## src/rtl/usb_ifm_ctrl_pkg.sv

```systemverilog
/*
 * Constants shared by the USB interface machine control block: register
 * offsets, field positions, reset values and packet codes.
 * Assumes a 32-bit peripheral access port clocked by the system clock.
 */
package usb_ifm_ctrl_pkg;

	// ******************************************************************
	// Peripheral identity and register offsets
	// ******************************************************************
	localparam logic [7:0] PERIPH_NUMBER      = 8'h01;
	localparam logic [7:0] OFS_SOFT_RESET     = 8'h00;
	localparam logic [7:0] OFS_IFM_CONTROL    = 8'h04;
	localparam logic [7:0] OFS_DEVICE_ADDRESS = 8'h08;
	localparam logic [7:0] OFS_FUNC_CONTROL   = 8'h0c;
	localparam logic [7:0] OFS_OTG_CONTROL    = 8'h10;
	localparam logic [7:0] OFS_OTG_FLAGS      = 8'h14;
	localparam logic [7:0] OFS_SERIAL_CONTROL = 8'h18;
	localparam logic [7:0] OFS_SIGNAL_FLAGS   = 8'h1c;
	localparam logic [7:0] OFS_STICKY_SELECT  = 8'h20;
	localparam logic [7:0] OFS_PORT_MASKS     = 8'h24;
	localparam logic [7:0] OFS_FRAME_NUMBER   = 8'h28;
	localparam logic [7:0] OFS_RX_PID         = 8'h2c;
	localparam logic [7:0] OFS_RX_ENDPOINT    = 8'h30;
	localparam logic [7:0] OFS_EP_MATCH       = 8'h34;
	localparam logic [7:0] OFS_OTG_FLAG_MASK  = 8'h38;
	localparam logic [7:0] OFS_POWER_SIGNAL   = 8'h3c;
	localparam logic [7:0] OFS_PHY_CONTROL    = 8'h40;

	// ******************************************************************
	// Field positions
	// ******************************************************************
	localparam int BIT_TOKEN_PROC   = 0;
	localparam int BIT_TOKEN_CHECK  = 1;
	localparam int BIT_LINESTATE    = 2;
	localparam int BIT_TIMING_MODE  = 4;
	localparam int BIT_POWER_SIGNAL = 5;
	localparam int BIT_SOF_TOKEN    = 6;
	localparam int BIT_EVENT_ACK    = 7;
	localparam int BIT_XCVR_SELECT  = 0;
	localparam int BIT_TERM_SELECT  = 1;
	localparam int OPMODE_LSB       = 2;

	// ******************************************************************
	// Writable masks and reset values
	// ******************************************************************
	localparam logic [7:0] CONTROL_WR_MASK = 8'hf7;
	localparam logic [7:0] CONTROL_RESET   = 8'h00;
	localparam logic [6:0] ADDRESS_RESET   = 7'h00;
	localparam logic [4:0] FUNC_RESET      = 5'h07;
	localparam logic [31:0] AUX_RESET      = 32'h0000_0000;
	localparam int AUX_COUNT = 10;

	// Start-of-frame packet identifier, low nibble
	localparam logic [3:0] PID_SOF = 4'h5;

endpackage : usb_ifm_ctrl_pkg

```

## src/rtl/aux_reg_if.sv

```systemverilog
/*
 * Carrier between the control block and its word store for the
 * general-purpose control registers.
 * Assumes the host side drives one write strobe per accepted access.
 */
interface aux_reg_if;
	logic        wr;    // Write strobe, one cycle
	logic [3:0]  idx;   // Register slot
	logic [31:0] wdata; // Write data
	logic [31:0] rdata; // Read data of slot idx

	modport host (output wr, output idx, output wdata, input rdata);
	modport bank (input wr, input idx, input wdata, output rdata);
endinterface : aux_reg_if

```

## src/rtl/aux_reg_bank.sv

```systemverilog
/*
 * Flip-flop store for the general-purpose read/write control words.
 * Assumes slot indices beyond the count are never written.
 */
module aux_reg_bank
	import usb_ifm_ctrl_pkg::*;
#(
	parameter int COUNT = AUX_COUNT
) (
	input  wire logic clk,
	input  wire logic rst_n,
	input  wire logic ce,
	aux_reg_if.bank   port
);
	// ******************************************************************
	// Storage
	// ******************************************************************
	logic [31:0] word [COUNT]; // One word per slot

	// Read indexes the store; slots beyond the count answer zero
	assign port.rdata = (32'(port.idx) < COUNT) ? word[port.idx] : '0;

	// Write the addressed slot when enabled
	always_ff @(posedge clk or negedge rst_n) begin
		if (!rst_n) begin
			for (int i = 0; i < COUNT; i++) word[i] <= AUX_RESET;
		end else if (ce && port.wr) begin
			word[port.idx] <= port.wdata;
		end
	end
endmodule : aux_reg_bank

```

## src/rtl/token_filter.sv

```systemverilog
/*
 * Received-token filter of the interface state machine.
 * Assumes token fields arrive together with a one-cycle valid strobe.
 */
module token_filter
	import usb_ifm_ctrl_pkg::*;
(
	input  wire logic       clk,
	input  wire logic       rst_n,
	input  wire logic       ce,
	input  wire logic       soft_clr,  // Soft reset of machine state
	input  wire logic       proc_en,   // Token processing enable
	input  wire logic       check_en,  // Token check enable
	input  wire logic       sof_en,    // Frame start treated as token
	input  wire logic [6:0] dev_addr,  // Stored device address
	input  wire logic       tok_valid,
	input  wire logic [7:0] tok_pid,
	input  wire logic [6:0] tok_addr,
	input  wire logic [3:0] tok_endp,
	output logic            pass,      // Token forwarded, one cycle
	output logic [3:0]      last_pid,  // Last forwarded identifier
	output logic [3:0]      last_endp  // Last forwarded endpoint
);
	// ******************************************************************
	// Acceptance
	// ******************************************************************
	wire pid_ok  = !check_en || (tok_pid[3:0] == ~tok_pid[7:4]);
	wire is_sof  = (tok_pid[3:0] == PID_SOF);
	wire addr_ok = !is_sof && (tok_addr == dev_addr);
	wire sof_ok  = is_sof && sof_en;
	wire accept  = tok_valid && proc_en && pid_ok && (addr_ok || sof_ok);

	// Capture on acceptance; soft reset wins over a token in flight
	always_ff @(posedge clk or negedge rst_n) begin
		if (!rst_n) begin
			pass      <= 1'b0;
			last_pid  <= 4'h0;
			last_endp <= 4'h0;
		end else if (ce) begin
			pass <= accept && !soft_clr;
			if (soft_clr) begin
				last_pid  <= 4'h0;
				last_endp <= 4'h0;
			end else if (accept) begin
				last_pid  <= tok_pid[3:0];
				last_endp <= tok_endp;
			end
		end
	end
endmodule : token_filter

```

## src/rtl/usb_ifm_ctrl.sv

```systemverilog
/*
 * Control block of the USB interface state machine: register map on the
 * peripheral port, soft reset, mode enables, address filter and the
 * transceiver mode selects.
 * Assumes requests are synchronous to clk and at most one per cycle.
 */

// Contract
// - Peripheral 1, full 32-bit accesses only
// - Any write at zero resets machine state
// - Control bit 0 enables token processing
// - Control bit 1 enables token checking
// - Control bit 2 enables line-state decoder
// - Bit 4 enables timing; bit 3 reserved
// - Control bit 5 enables power signalling
// - Bit 6 treats frame start as token
// - Bit 7 event acknowledge; upper bits reserved
// - Seven-bit address; pass only matching packets; with bit 6 set, frame starts pass on any address
// - Opmode field bits 4:2, reset one
// - Bit 1 drives termination select
// - Bit 0 drives transceiver select
module usb_ifm_ctrl
	import usb_ifm_ctrl_pkg::*;
(
	input  wire logic        clk,
	input  wire logic        rst_n,
	input  wire logic        ce,
	input  wire logic        acc_valid,
	input  wire logic        acc_write,
	input  wire logic [7:0]  acc_periph,
	input  wire logic        acc_word,
	input  wire logic [7:0]  acc_addr,
	input  wire logic [31:0] acc_wdata,
	output logic             acc_ack,
	output logic             acc_err,
	output logic [31:0]      acc_rdata,
	input  wire logic [5:0]  otg_flags,
	input  wire logic        tok_valid,
	input  wire logic [7:0]  tok_pid,
	input  wire logic [6:0]  tok_addr,
	input  wire logic [3:0]  tok_endp,
	output logic             tok_pass,
	output logic [3:0]       tok_pass_pid,
	output logic [3:0]       tok_pass_endp,
	output logic             soft_reset_pulse,
	output logic             token_processing_enable,
	output logic             token_check_enable,
	output logic             linestate_decoder_enable,
	output logic             timing_mode_enable,
	output logic             power_signalling_enable,
	output logic             frame_start_as_token,
	output logic             event_acknowledge_mode,
	output logic [2:0]       opmode,
	output logic             opmode_enable,
	output logic             termselect,
	output logic             xcvrselect
);

	// ******************************************************************
	// Decode helpers
	// ******************************************************************

	// Slot of a general-purpose register, or all ones when none
	function automatic logic [3:0] aux_slot(input logic [7:0] a);
		logic [3:0] s;
		s = 4'hf;
		if (a == OFS_OTG_CONTROL) s = 4'h0;
		else if (a == OFS_SERIAL_CONTROL) s = 4'h1;
		else if (a == OFS_SIGNAL_FLAGS) s = 4'h2;
		else if (a == OFS_STICKY_SELECT) s = 4'h3;
		else if (a == OFS_PORT_MASKS) s = 4'h4;
		else if (a == OFS_FRAME_NUMBER) s = 4'h5;
		else if (a == OFS_EP_MATCH) s = 4'h6;
		else if (a == OFS_OTG_FLAG_MASK) s = 4'h7;
		else if (a == OFS_POWER_SIGNAL) s = 4'h8;
		else if (a == OFS_PHY_CONTROL) s = 4'h9;
		return s;
	endfunction : aux_slot

	// ******************************************************************
	// State
	// ******************************************************************
	logic [7:0]  ctrl;       // Interface machine control bits
	logic [6:0]  dev_addr;   // Enumerated device address
	logic [4:0]  func;       // Opmode, termination, transceiver
	logic [31:0] next_rdata; // Read data for the answer

	aux_reg_if aux ();

	// ******************************************************************
	// Access qualification and address decode
	// ******************************************************************

	// Only full-word accesses to our peripheral number are taken
	wire for_us    = acc_valid && (acc_periph == PERIPH_NUMBER);
	wire acc_ok    = for_us && acc_word;
	wire acc_bad   = for_us && !acc_word;
	wire wr_ok     = acc_ok && acc_write;
	wire rd_ok     = acc_ok && !acc_write;

	wire hit_reset = (acc_addr == OFS_SOFT_RESET);
	wire hit_ctrl  = (acc_addr == OFS_IFM_CONTROL);
	wire hit_addr  = (acc_addr == OFS_DEVICE_ADDRESS);
	wire hit_func  = (acc_addr == OFS_FUNC_CONTROL);
	wire hit_otgf  = (acc_addr == OFS_OTG_FLAGS);
	wire hit_pid   = (acc_addr == OFS_RX_PID);
	wire hit_endp  = (acc_addr == OFS_RX_ENDPOINT);
	wire [3:0] slot = aux_slot(acc_addr);
	wire hit_aux   = (slot != 4'hf);

	// Soft reset fires on any data; the selects stay put
	wire soft_clr  = wr_ok && hit_reset;

	// Read-only and unmapped offsets have no write strobe at all
	wire wr_ctrl   = wr_ok && hit_ctrl;
	wire wr_addr   = wr_ok && hit_addr;
	wire wr_func   = wr_ok && hit_func;

	// ******************************************************************
	// Read data selection
	// ******************************************************************

	// Reserved bits and unmapped offsets answer zero
	assign next_rdata =
		!rd_ok   ? 32'h0000_0000 :
		hit_ctrl ? {24'h0000_00, ctrl} :
		hit_addr ? {25'h000_0000, dev_addr} :
		hit_func ? {27'h000_0000, func} :
		hit_otgf ? {26'h000_0000, otg_flags} :
		hit_pid  ? {28'h000_0000, tok_pass_pid} :
		hit_endp ? {28'h000_0000, tok_pass_endp} :
		hit_aux  ? aux.rdata : 32'h0000_0000;

	// ******************************************************************
	// General-purpose register store
	// ******************************************************************
	assign aux.wr    = wr_ok && hit_aux;
	assign aux.idx   = slot;
	assign aux.wdata = acc_wdata;

	aux_reg_bank #(
		.COUNT (AUX_COUNT)
	) u_bank (
		.clk   (clk),
		.rst_n (rst_n),
		.ce    (ce),
		.port  (aux.bank)
	);

	// ******************************************************************
	// Token filter
	// ******************************************************************
	token_filter u_filter (
		.clk       (clk),
		.rst_n     (rst_n),
		.ce        (ce),
		.soft_clr  (soft_clr),
		.proc_en   (token_processing_enable),
		.check_en  (token_check_enable),
		.sof_en    (frame_start_as_token),
		.dev_addr  (dev_addr),
		.tok_valid (tok_valid),
		.tok_pid   (tok_pid),
		.tok_addr  (tok_addr),
		.tok_endp  (tok_endp),
		.pass      (tok_pass),
		.last_pid  (tok_pass_pid),
		.last_endp (tok_pass_endp)
	);

	// ******************************************************************
	// Registers
	// ******************************************************************

	// Control word; reserved bit 3 and upper bits never take data
	always_ff @(posedge clk or negedge rst_n) begin
		if (!rst_n) begin
			ctrl <= CONTROL_RESET;
		end else if (ce && wr_ctrl) begin
			ctrl <= acc_wdata[7:0] & CONTROL_WR_MASK;
		end
	end

	// Device address; software leaves it at zero until enumerated
	always_ff @(posedge clk or negedge rst_n) begin
		if (!rst_n) begin
			dev_addr <= ADDRESS_RESET;
		end else if (ce && wr_addr) begin
			dev_addr <= acc_wdata[6:0];
		end
	end

	// Transceiver selects; untouched by soft reset so the phy stays up
	always_ff @(posedge clk or negedge rst_n) begin
		if (!rst_n) begin
			func <= FUNC_RESET;
		end else if (ce && wr_func) begin
			func <= acc_wdata[4:0];
		end
	end

	// Answer: one registered beat per request
	always_ff @(posedge clk or negedge rst_n) begin
		if (!rst_n) begin
			acc_ack   <= 1'b0;
			acc_err   <= 1'b0;
			acc_rdata <= 32'h0000_0000;
		end else if (ce) begin
			acc_ack   <= acc_ok;
			acc_err   <= acc_bad;
			acc_rdata <= next_rdata;
		end
	end

	// Soft reset strobe toward the rest of the machine
	always_ff @(posedge clk or negedge rst_n) begin
		if (!rst_n) begin
			soft_reset_pulse <= 1'b0;
		end else if (ce) begin
			soft_reset_pulse <= soft_clr;
		end
	end

	// ******************************************************************
	// Mode outputs
	// ******************************************************************
	assign token_processing_enable  = ctrl[BIT_TOKEN_PROC];
	assign token_check_enable       = ctrl[BIT_TOKEN_CHECK];
	assign linestate_decoder_enable = ctrl[BIT_LINESTATE];
	assign timing_mode_enable       = ctrl[BIT_TIMING_MODE];
	assign power_signalling_enable  = ctrl[BIT_POWER_SIGNAL];
	assign frame_start_as_token     = ctrl[BIT_SOF_TOKEN];
	assign event_acknowledge_mode   = ctrl[BIT_EVENT_ACK];

	// Opmode zero means the operating-mode drive is off
	assign opmode        = func[OPMODE_LSB +: 3];
	assign opmode_enable = (opmode != 3'h0);
	assign termselect    = func[BIT_TERM_SELECT];
	assign xcvrselect    = func[BIT_XCVR_SELECT];
endmodule : usb_ifm_ctrl

```

## config.mk

```make
export PLATFORM = sky130hd
export DESIGN_NAME = usb_ifm_ctrl
export DESIGN_NICKNAME = d
export VERILOG_FILES = /design/src/rtl/usb_ifm_ctrl_pkg.sv /design/src/rtl/aux_reg_if.sv /design/src/rtl/aux_reg_bank.sv /design/src/rtl/token_filter.sv /design/src/rtl/usb_ifm_ctrl.sv
export SDC_FILE = /design/constraint.sdc
export NUM_CORES = 1
export LEC_CHECK = 0
export BUFFER_PORTS_ARGS = -buffer_cell sky130_fd_sc_hd__buf_2
export CORE_UTILIZATION = 60
export DETAILED_ROUTE_END_ITERATION = 12
export GPL_TIMING_DRIVEN = 0
export MAX_ROUTING_LAYER = met4
export PLACE_DENSITY = 0.8
export SYNTH_ARGS = -nofsm -noshare
export SYNTH_HDL_FRONTEND = slang
export SYNTH_SLANG_ARGS = --single-unit
```

## constraint.sdc

```tcl
create_clock -name clk -period 3.36 [get_ports clk]
set_clock_uncertainty 0.1 [all_clocks]
set_input_delay 0.336 -clock clk [delete_from_list [all_inputs] [get_ports clk]]
set_output_delay 0.336 -clock clk [all_outputs]
set_load 0.02 [all_outputs]
```

* Word-level counts from Yosys, hierarchy flattened
Index checks and enable logic that the tools add are counted.
W data, S select, Z words.
** Storage, ports and cells
- Register bits after elaboration :: 383
- Output and inout bits :: 57
- Logic and storage cells :: 107
** Cells by class
- Magnitude comparators :: 3
- Equal/unequal tests :: 21
- Mux-type cells :: 29
- Bitwise gates (word level) :: 2
- Reductions and logical operators :: 32
** Operator list (count)
- $mux W32 :: 12
- $bwmux W320 :: 1
- $bmux W32 S4 :: 1
- $demux W32 S4 :: 1
- $eq A8 B6 Y1 const B :: 8
- $mux W4 :: 12
- $eq A8 B5 Y1 const B :: 4
- $logic_and A1 B1 Y1 :: 21
- $eq A8 B4 Y1 const B :: 2
- $eq A8 B1 Y1 const B :: 1
- $eq A8 B3 Y1 const B :: 1
- $eq A8 B7 Y1 const B :: 1
- $logic_not A8 Y1 :: 1
- $eq A7 B7 Y1 :: 1
- $mux W3 :: 2
- $ge A5 B5 Y1 const B :: 1
- $logic_not A1 Y1 :: 5
- $lt A5 B1 Y1 const B :: 1
- $not A4 Y5 :: 1
- $eq A4 B3 Y1 const B :: 1
- $eq A4 B4 Y1 :: 1
- $lt A4 B4 Y1 const B :: 1
- $ne A4 B4 Y1 const B :: 1
- $not A4 Y4 :: 1
- other kinds (4) :: 5

* Logic depth before layout (Yosys ltp)
Gate-level depths: netlist of the first run.
- Depth after elaboration :: 24
- Mapped depth :: 11
- Gate-level depth less buffers :: 7

* By module
From an unflattened synthesis of the first run, not the netlist that was laid out.
** Second synthesis, totals
- Cell total of the unflattened synthesis :: 1285
- Area, all modules :: 17887.2 sq um
** Modules (own cells, without submodules)
- aux_reg_bank :: instances 1, cells each 948, area each 14415.1 sq um, sequential area each 8007.7 sq um
- usb_ifm_ctrl :: instances 1, cells each 265, area each 2801.4 sq um, sequential area each 1355.0 sq um
- token_filter :: instances 1, cells each 72, area each 670.6 sq um, sequential area each 225.2 sq um

* Least setup slack after synthesis of the first run
OpenSTA, ideal clock, no wires.
- Path kind :: input -> register
- From :: in acc_periph[6]
- To :: reg u_bank.word[291] (netlist name)
- Arrival time :: 2.294 ns
- Slack :: 0.838 ns
- Stages on the path :: 8
- Path buffers :: 1
- Cell sequence :: or4b_4 nor3_4 and3_4 and2_4 nand2_8 nor2_8 buf_12 mux2_1
** On the way
- Cells in the longest elaborated chain, start to end :: 6
** RTL lines
- from (decl) :: line usb_ifm_ctrl.sv:30 : input wire logic [7:0] acc_periph,
- $eq A8 B1 Y1 :: line usb_ifm_ctrl.sv:95 : wire for_us = acc_valid && (acc_periph == PERIPH_NUMBER);
- $logic_and A1 B1 Y1 :: line usb_ifm_ctrl.sv:95
- $logic_and A1 B1 Y1 :: line usb_ifm_ctrl.sv:96 : wire acc_ok = for_us && acc_word;
- $logic_and A1 B1 Y1 :: line usb_ifm_ctrl.sv:98 : wire wr_ok = acc_ok && acc_write;
- $logic_and A1 B1 Y1 :: line usb_ifm_ctrl.sv:137 : assign aux.wr = wr_ok && hit_aux;
- $logic_and A1 B1 Y1 :: line aux_reg_bank.sv:27 : end else if (ce && port.wr) begin
- to (signal, indexed assignment) :: line aux_reg_bank.sv:28 : word[port.idx] <= port.wdata;
- to (decl) :: line aux_reg_bank.sv:18 : logic [31:0] word [COUNT];
Every way passes these cells.
A chain may end at the register's enable or synchronous reset.

* Final worst setup path of the first run
- From :: in acc_periph[6]
- To :: reg acc_rdata[21]
** On the way
- Cells in the longest elaborated chain, start to end :: 5
** RTL lines
- $eq A8 B1 Y1 :: line usb_ifm_ctrl.sv:95
- $logic_and A1 B1 Y1 :: line usb_ifm_ctrl.sv:95
- $logic_and A1 B1 Y1 :: line usb_ifm_ctrl.sv:96
- $logic_and A1 B1 Y1 :: line usb_ifm_ctrl.sv:99 : wire rd_ok = acc_ok && !acc_write;
- $mux W32 :: line usb_ifm_ctrl.sv:125 : !rd_ok ? 32'h0000_0000 :
- to (signal assigned) :: line usb_ifm_ctrl.sv:211 : acc_rdata <= next_rdata;
- to (decl) :: line usb_ifm_ctrl.sv:36 : output logic [31:0] acc_rdata,
Every way passes these cells.

==> results.yml, run 1 <==
outcome:
  status: "finished, final reports clean"
clock_network:
  cts_buffers: 40
  clk_latency_ps: 540
  cts_setup_buffers: 0
  cts_max_path_buffers: 3
  clk_pin_slew_worst_paths_ps: 60
  cts_tree: "built"
  clockRootBuffer: "clkbuf_16"
  ctsHtreeMaxLevel: 2
  clkSinkCount: 383
detailed_routing:
  viasPerCell: 6.32
  antenna_left: 0
  drt-total-wl_mm: 50.3
  drtIter0Drc: 1384
  via_count: 13465
  avgRoutedWirePerCell_um: 23.6
  drt-pass1-iter-count: 5
  post-route-drc-count: 0
sta:
  holdWs_ps: 29.5
  worst_pin_slew_ps: 908
  finalCriticalPeriod_ps: 3050
  rsz0062_at_grt: "false"
  clock.fmax_mhz: 328
  setup_violations: 0
  min_period_over_period_pct: 90.8
  maxSlewViolCount: 0
  timing.slew.headroom_pct: 39.0
  finalHoldViolCount: 0
worst_setup_path:
  crit_type: "input port to flop"
  r2r-start: "dev_addr[1]$_DFFE_PN0P_"
  worstPathRequired_ps: 3730
  end_kind: "flop"
  r2r_cells: 8
  critPathArrivalTime_ps: 3420
  setup.worst_path.start_class: "input port"
  r2r-end: "u_filter.last_pid[2]$_DFFE_PN0P_"
  r2r_setup_slack_ps: 1370
  crit_fanout: 10
grt:
  grt_pass1_wl_mm: 78.3
  grt_max_degree: 122
  overflow: 0
  antenna_found_initial: 2
  track_usage_pct: 34.4
  grt_pass1_vias: 13632
place:
  hpwl_mm: 33.3
  dp_cells: 2039
  gp_congestion: 0.989
  port_buffers: 132
final_layout:
  layout_commonest_cell: "dfrtp_1"
  area_delta_synth_final_pct: 15.1
  fin_cells: 2131
  most-common-layout-cells: "dfrtp_1 (380), mux2_1 (242), nand2_1 (203)"
  nets: 1788
  drive_gt1_share_pct: 22.6
power_and_ir_drop:
  comb_power_share_pct: 4.7
  switchingPower_mw: 2.14
  power.share.clock_pct: 46.7
  sw_frac_of_total_pct: 22.6
  p_leak_nw: 10.5
  vdd_drop_max_mv: 0.352
  p_per_area_nw_per_um2: 456
  intPower_mw: 7.34
  p_seq_share_pct: 48.7
logic_synthesis:
  synthCells: 1514
  synth_cell_types: 81
  synth_area_leaders: "dfrtp_1 (53%), mux2_1 (15%), mux2_2 (6.0%), nand2_1 (4.2%), o21ai_0 (1.8%)"
  syn-num-nets: 1594
  ys_ff_latch: 383
  syn_area_um2: 18100
  yosysSeqAreaShare_pct: 53.1
  ys_warn_count: 0
  synth_top_area_share_pct: 52.6
  synth_edf_count: 0
  syn-mean-instance-area_um2: 11.9
  synthFlopType: "dfrtp_1"
  yosysTopAreaCell: "dfrtp_1"
  async_flop_share_pct: 100
run:
  maxCapViolCount: 0
min_path:
  worstHoldStart: "acc_word"
  worstHoldEndpoint: "acc_ack$_DFFE_PN0P_"
  hp-class: "input port to flop"
  hold_depth: 3
floorplanning:
  die-height_um: 176
  start_util_pct: 61.0
  die_x_um: 176
  ios: 137
  rows: 63
  core-area_um2: 29600
  dieArea_um2: 30800
## final cells by class
| cell class | instances | area [µm²] |
|---|---|---|
| clock inverters | 15 | 158 |
| plain buffers | 104 | 698 |
| flip-flops and latches | 383 | 9590 |
| well taps | 390 | 488 |
| multi-input cells | 1017 | 7740 |
| repair buffers | 152 | 923 |
| inverters | 10 | 37.5 |
| fillers | 2087 | 8850 |
| clock buffers | 58 | 1150 |
| diodes | 2 | 5.00 |
## flip-flops by register name, summed over array words and instances, names as in the netlist
name and flops:
u_filter.last_pid 4, acc_ack 1, func 5, acc_rdata 32, soft_reset_pulse 1, ctrl 7, u_bank.word 320, u_filter.last_endp 4
acc_err 1, dev_addr 7, u_filter.pass 1
## stage by stage
| step | TNS, ps | util, % | setup slack [ps] | cell area (µm²) | power (mW) |
|---|---|---|---|---|---|
| floorplan | 0 | - | 838 | 18100 | 4.85 |
| global placement | -2059970 | 64.8 | -5430 | 19200 | 5.10 |
| detailed placement | -842 | 65.2 | -82.2 | 19300 | 5.12 |
| CTS | 0 | 70.1 | 411 | 20800 | 9.51 |
| global route | 0 | 70.2 | 316 | 20800 | 9.74 |
| finish | 0 | 70.2 | 308 | 20800 | 9.48 |
## worst max-delay path by stage
| stage | from | endpoint | slack (ps) | cells after the start |
|---|---|---|---|---|
| after floorplan | acc_periph[6] | u_bank.word[291]$_DFFE_PN0P_ | 840 | 8 |
| after CTS | acc_addr[1] | acc_rdata[28]$_DFFE_PN0P_ | 410 | 9 |
| after detailed placement | acc_addr[1] | acc_rdata[28]$_DFFE_PN0P_ | -80 | 9 |
| final | acc_periph[6] | acc_rdata[21]$_DFFE_PN0P_ | 310 | 9 |
| after global placement | rst_n | u_bank.word[115]$_DFFE_PN0P_ | -5430 | 1 |
| after global routing | acc_periph[6] | acc_rdata[29]$_DFFE_PN0P_ | 320 | 9 |
## worst max-delay path, cell delays in order
cell	delay, ps
buf_2	100
or4b_4	570
nor4_4	540
o211ai_2	270
nor2_1	660
buf_2	430
o21ai_0	140
o22ai_1	240
a211o_1	130
## cells by family after synthesis
| kind of cell | share of synthesized area [%] |
|---|---|
| AO/OA/AOI/OAI | 9.97 |
| XOR/XNOR | 0.630 |
| multiplexers | 21.8 |
| buffers and inverters | 4.07 |
| flip-flops | 53.1 |
| AND/OR/NAND/NOR | 10.4 |
## cell usage after synthesis (5+ instances only)
master	count
buf_1	11
xnor2_1	12
o22ai_1	28
buf_6	16
a31oi_1	7
clkbuf_1	33
mux2_4	5
buf_4	17
a21o_1	6
nand2b_1	7
nor2_4	5
dfrtp_1	380
or3_1	6
mux2i_1	6
o221ai_1	5
a22oi_1	6
a22o_1	10
o211ai_1	28
a21oi_1	45
a211o_1	23
nand2_1	203
mux2_2	96
buf_12	6
mux2_1	242
nand3_1	65
o21ai_0	66
nor2_1	46
buf_2	21
nor3_1	13
inv_1	9
nor2b_1	6
## power groups by stage
| stage | sequential, mW | combinational (mW) | clock (mW) |
|---|---|---|---|
| 2_1_floorplan | 4.70 | 0.147 | 0 |
| 3_3_place_gp | 4.70 | 0.402 | 0 |
| 3_5_place_dp | 4.70 | 0.421 | 0 |
| 4_1_cts | 4.61 | 0.439 | 4.46 |
| 5_1_grt | 4.61 | 0.481 | 4.65 |
| 6_report | 4.61 | 0.443 | 4.42 |
## routing by layer
| layer | wire length [µm] | GRT usage [%] |
|---|---|---|
| met1 | 21100 | 45.7 |
| met2 | 23300 | 52.7 |
| met3 | 3600 | 5.15 |
| met4 | 2290 | 15.3 |
| met5 | 0 | - |
## what timing repair did
action / 4_1_cts / 5_1_grt
resized for setup: 0 / 0
hold buffers: 17 / 0
hold endpoints to repair: 108 / 0
Note: power is estimated with default switching activity, not from simulation.
==> inputs of run 2 (changes only) <==
- REMOVE_ABC_BUFFERS: not set -> 1
==> run 2 against run 1 <==
Compared with the run above: count of clock-buffer cells in the layout fell by 1; sequential cell count unchanged; maximum frequency fell by 7.2%; critical endpoint is now u_bank.word[20]$_DFFE_PN0P_; largest cell class unchanged.
==> results.yml, run 2 (synthesis gave the netlist of run 1 again) <==
sta:
  worst_pin_slew_ps: 1460
  timing.slew.headroom_pct: 2.50
  finalCriticalPeriod_ps: 3290
  holdWs_ps: 32.4
  setup_slack_ps: 72.7
  min_period_over_period_pct: 97.8
  clock.fmax_mhz: 304
  setup_violations: 0
  finalHoldViolCount: 0
  rsz0062_at_grt: "false"
  maxSlewViolCount: 0
clock_network:
  clk_pin_slew_worst_paths_ps: 60
  cts_max_path_buffers: 3
  clk_latency_ps: 540
  clockRootBuffer: "clkbuf_16"
  ctsHtreeMaxLevel: 2
  clkSinkCount: 383
  cts_tree: "built"
  cts_buffers: 40
floorplanning:
  core-area_um2: 29600
  dieArea_um2: 30800
  rows: 63
  start_util_pct: 61.0
  die_x_um: 176
  die-height_um: 176
  ios: 137
final_layout:
  most-common-layout-cells: "dfrtp_1 (380), mux2_1 (242), nand2_1 (202)"
  multiInputGateArea_um2: 7880
  seq_area_um2: 9590
  drive_gt1_share_pct: 22.7
  regMostFlops: "u_bank.word"
  nets: 1710
  layout_commonest_cell: "dfrtp_1"
  area_delta_synth_final_pct: 14.1
  fill_cells: 2066
  reg_top3: "u_bank.word x320, acc_rdata x32"
  final_core_util_pct: 69.6
  largest_reg_flops: 320
worst_setup_path:
  critPathArrivalTime_ps: 3600
  cpMostUsedCell: "buf_16"
  r2r-start: "dev_addr[4]$_DFFE_PN0P_"
  setup.worst_path.start_class: "input port"
  cp_cell_sequence: "buf_2 -> nand2b_1 -> a211oi_1 -> o311a_4 -> buf_16 -> nand2_2 -> nor3_4 -> buf_16 -> buf_16 -> mux2_2"
  cp-endpoint: "u_bank.word[20]$_DFFE_PN0P_"
  end_kind: "flop"
  r2r_cells: 7
  worstPathRequired_ps: 3670
  r2r_setup_slack_ps: 1390
  cp_slowest_stage_delay_ps: 760
  startpoint: "acc_addr[3]"
  crit_fanout: 64
  crit_type: "input port to flop"
  r2r-end: "u_filter.last_pid[3]$_DFFE_PN0P_"
  cpMaxStageDelayCell: "nor3_4"
run:
  maxCapViolCount: 0
detailed_routing:
  drt-total-wl_mm: 48.2
  drtIter0Drc: 1278
  antenna_left: 0
  viasPerCell: 6.43
  post-route-drc-count: 0
  drt-pass1-iter-count: 7
  via_count: 13180
  avgRoutedWirePerCell_um: 23.5
place:
  hpwl_mm: 27.0
  post-place-ws_ps: -1140
  port_buffers: 136
  gp_congestion: 0.948
power_and_ir_drop:
  vdd_drop_max_mv: 0.427
  p_per_area_nw_per_um2: 452
  p_leak_nw: 10.4
grt:
  grt_max_degree: 106
  overflow: 0
  grt_pass1_vias: 13336
  track_usage_pct: 32.8
  antenna_found_initial: 3
  grt_pass1_wl_mm: 75.4
outcome:
  status: "finished, final reports clean"
min_path:
  hp-class: "input port to flop"
-- run 2: cell count changes in the layout (fill, tap and decap cells not counted), moves of 4 or more --
cell / previous run / this run
buf_1: 11 / 0
buf_16: 3 / 14
buf_2: 152 / 134
buf_4: 17 / 7
buf_6: 16 / 0
clkbuf_1: 44 / 7
clkbuf_8: 6 / 10
dlygate4sd3_1: 17 / 8
nor2_4: 5 / 10
-- run 2: cell type report --
type                       instances  area share [%]
multi-input combinational       1024            38.2
tap                              390            2.37
sequential                       383            46.5
timing repair buffer             171            6.49
inverter                          10           0.182
clock buffer                      57            5.65
antenna                            3          0.0364
clock inverter                    13           0.528
-- run 2: worst min path at each step --
| stage | startpoint | endpoint | depth (start not counted) |
|---|---|---|---|
| after global routing | tok_pid[3] | u_filter.last_pid[3]$_DFFE_PN0P_ | 2 |
| after global placement | u_bank.word[250]$_DFFE_PN0P_ | u_bank.word[250]$_DFFE_PN0P_ | 1 |
| after floorplan | rst_n | acc_ack$_DFFE_PN0P_ | 0 |
| after detailed placement | rst_n | u_bank.word[50]$_DFFE_PN0P_ | 1 |
| final | tok_pid[3] | u_filter.last_pid[3]$_DFFE_PN0P_ | 2 |
| after CTS | tok_pid[3] | u_filter.last_pid[3]$_DFFE_PN0P_ | 2 |
-- run 2: through the flow --
stage               total power, mW  cell area [µm²]  setup TNS (ps)  instances
floorplan                      4.81            17400         -185830       1410
global placement               5.07            18500        -3055270       1936
detailed placement             5.10            19000         -218000       1952
CTS                            9.36            20600               0       2046
global route                   9.59            20600               0       2051
finish                         9.32            20600               0       2051
-- run 2: timing repair --
action,4_1_cts,5_1_grt
hold buffers,8,0
hold endpoints to repair,97,0
gates cloned,6,1
endpoints found under the setup margin,207,111
setup buffers,10,1
pin swaps,10,2
gates resized for setup,9,2
-- run 2: where the power goes --
part | internal [mW] | switching, mW
Clock | 2.49 | 1.78
Sequential | 4.61 | 0.000103
Combinational | 0.111 | 0.320
Total | 7.22 | 2.10
-- run 2: per-layer routing --
layer | GRT usage, % | up-vias | part of all wire, %
li1 | - | 5688 | -
met1 | 43.0 | 6814 | 42
met2 | 52.2 | 566 | 48
met3 | 5.43 | 112 | 7.5
met4 | 10.9 | 0 | 3.1
met5 | - | - | 0
-- run 2: worst max-delay path: cells and delay by family --
| kind | cells | cell delay, ps |
|---|---|---|
| and+or+nand+nor | 3 | 1230 |
| buffers and inverters | 4 | 1000 |
| AOI/OAI and AO/OA | 2 | 660 |
| muxes | 1 | 350 |
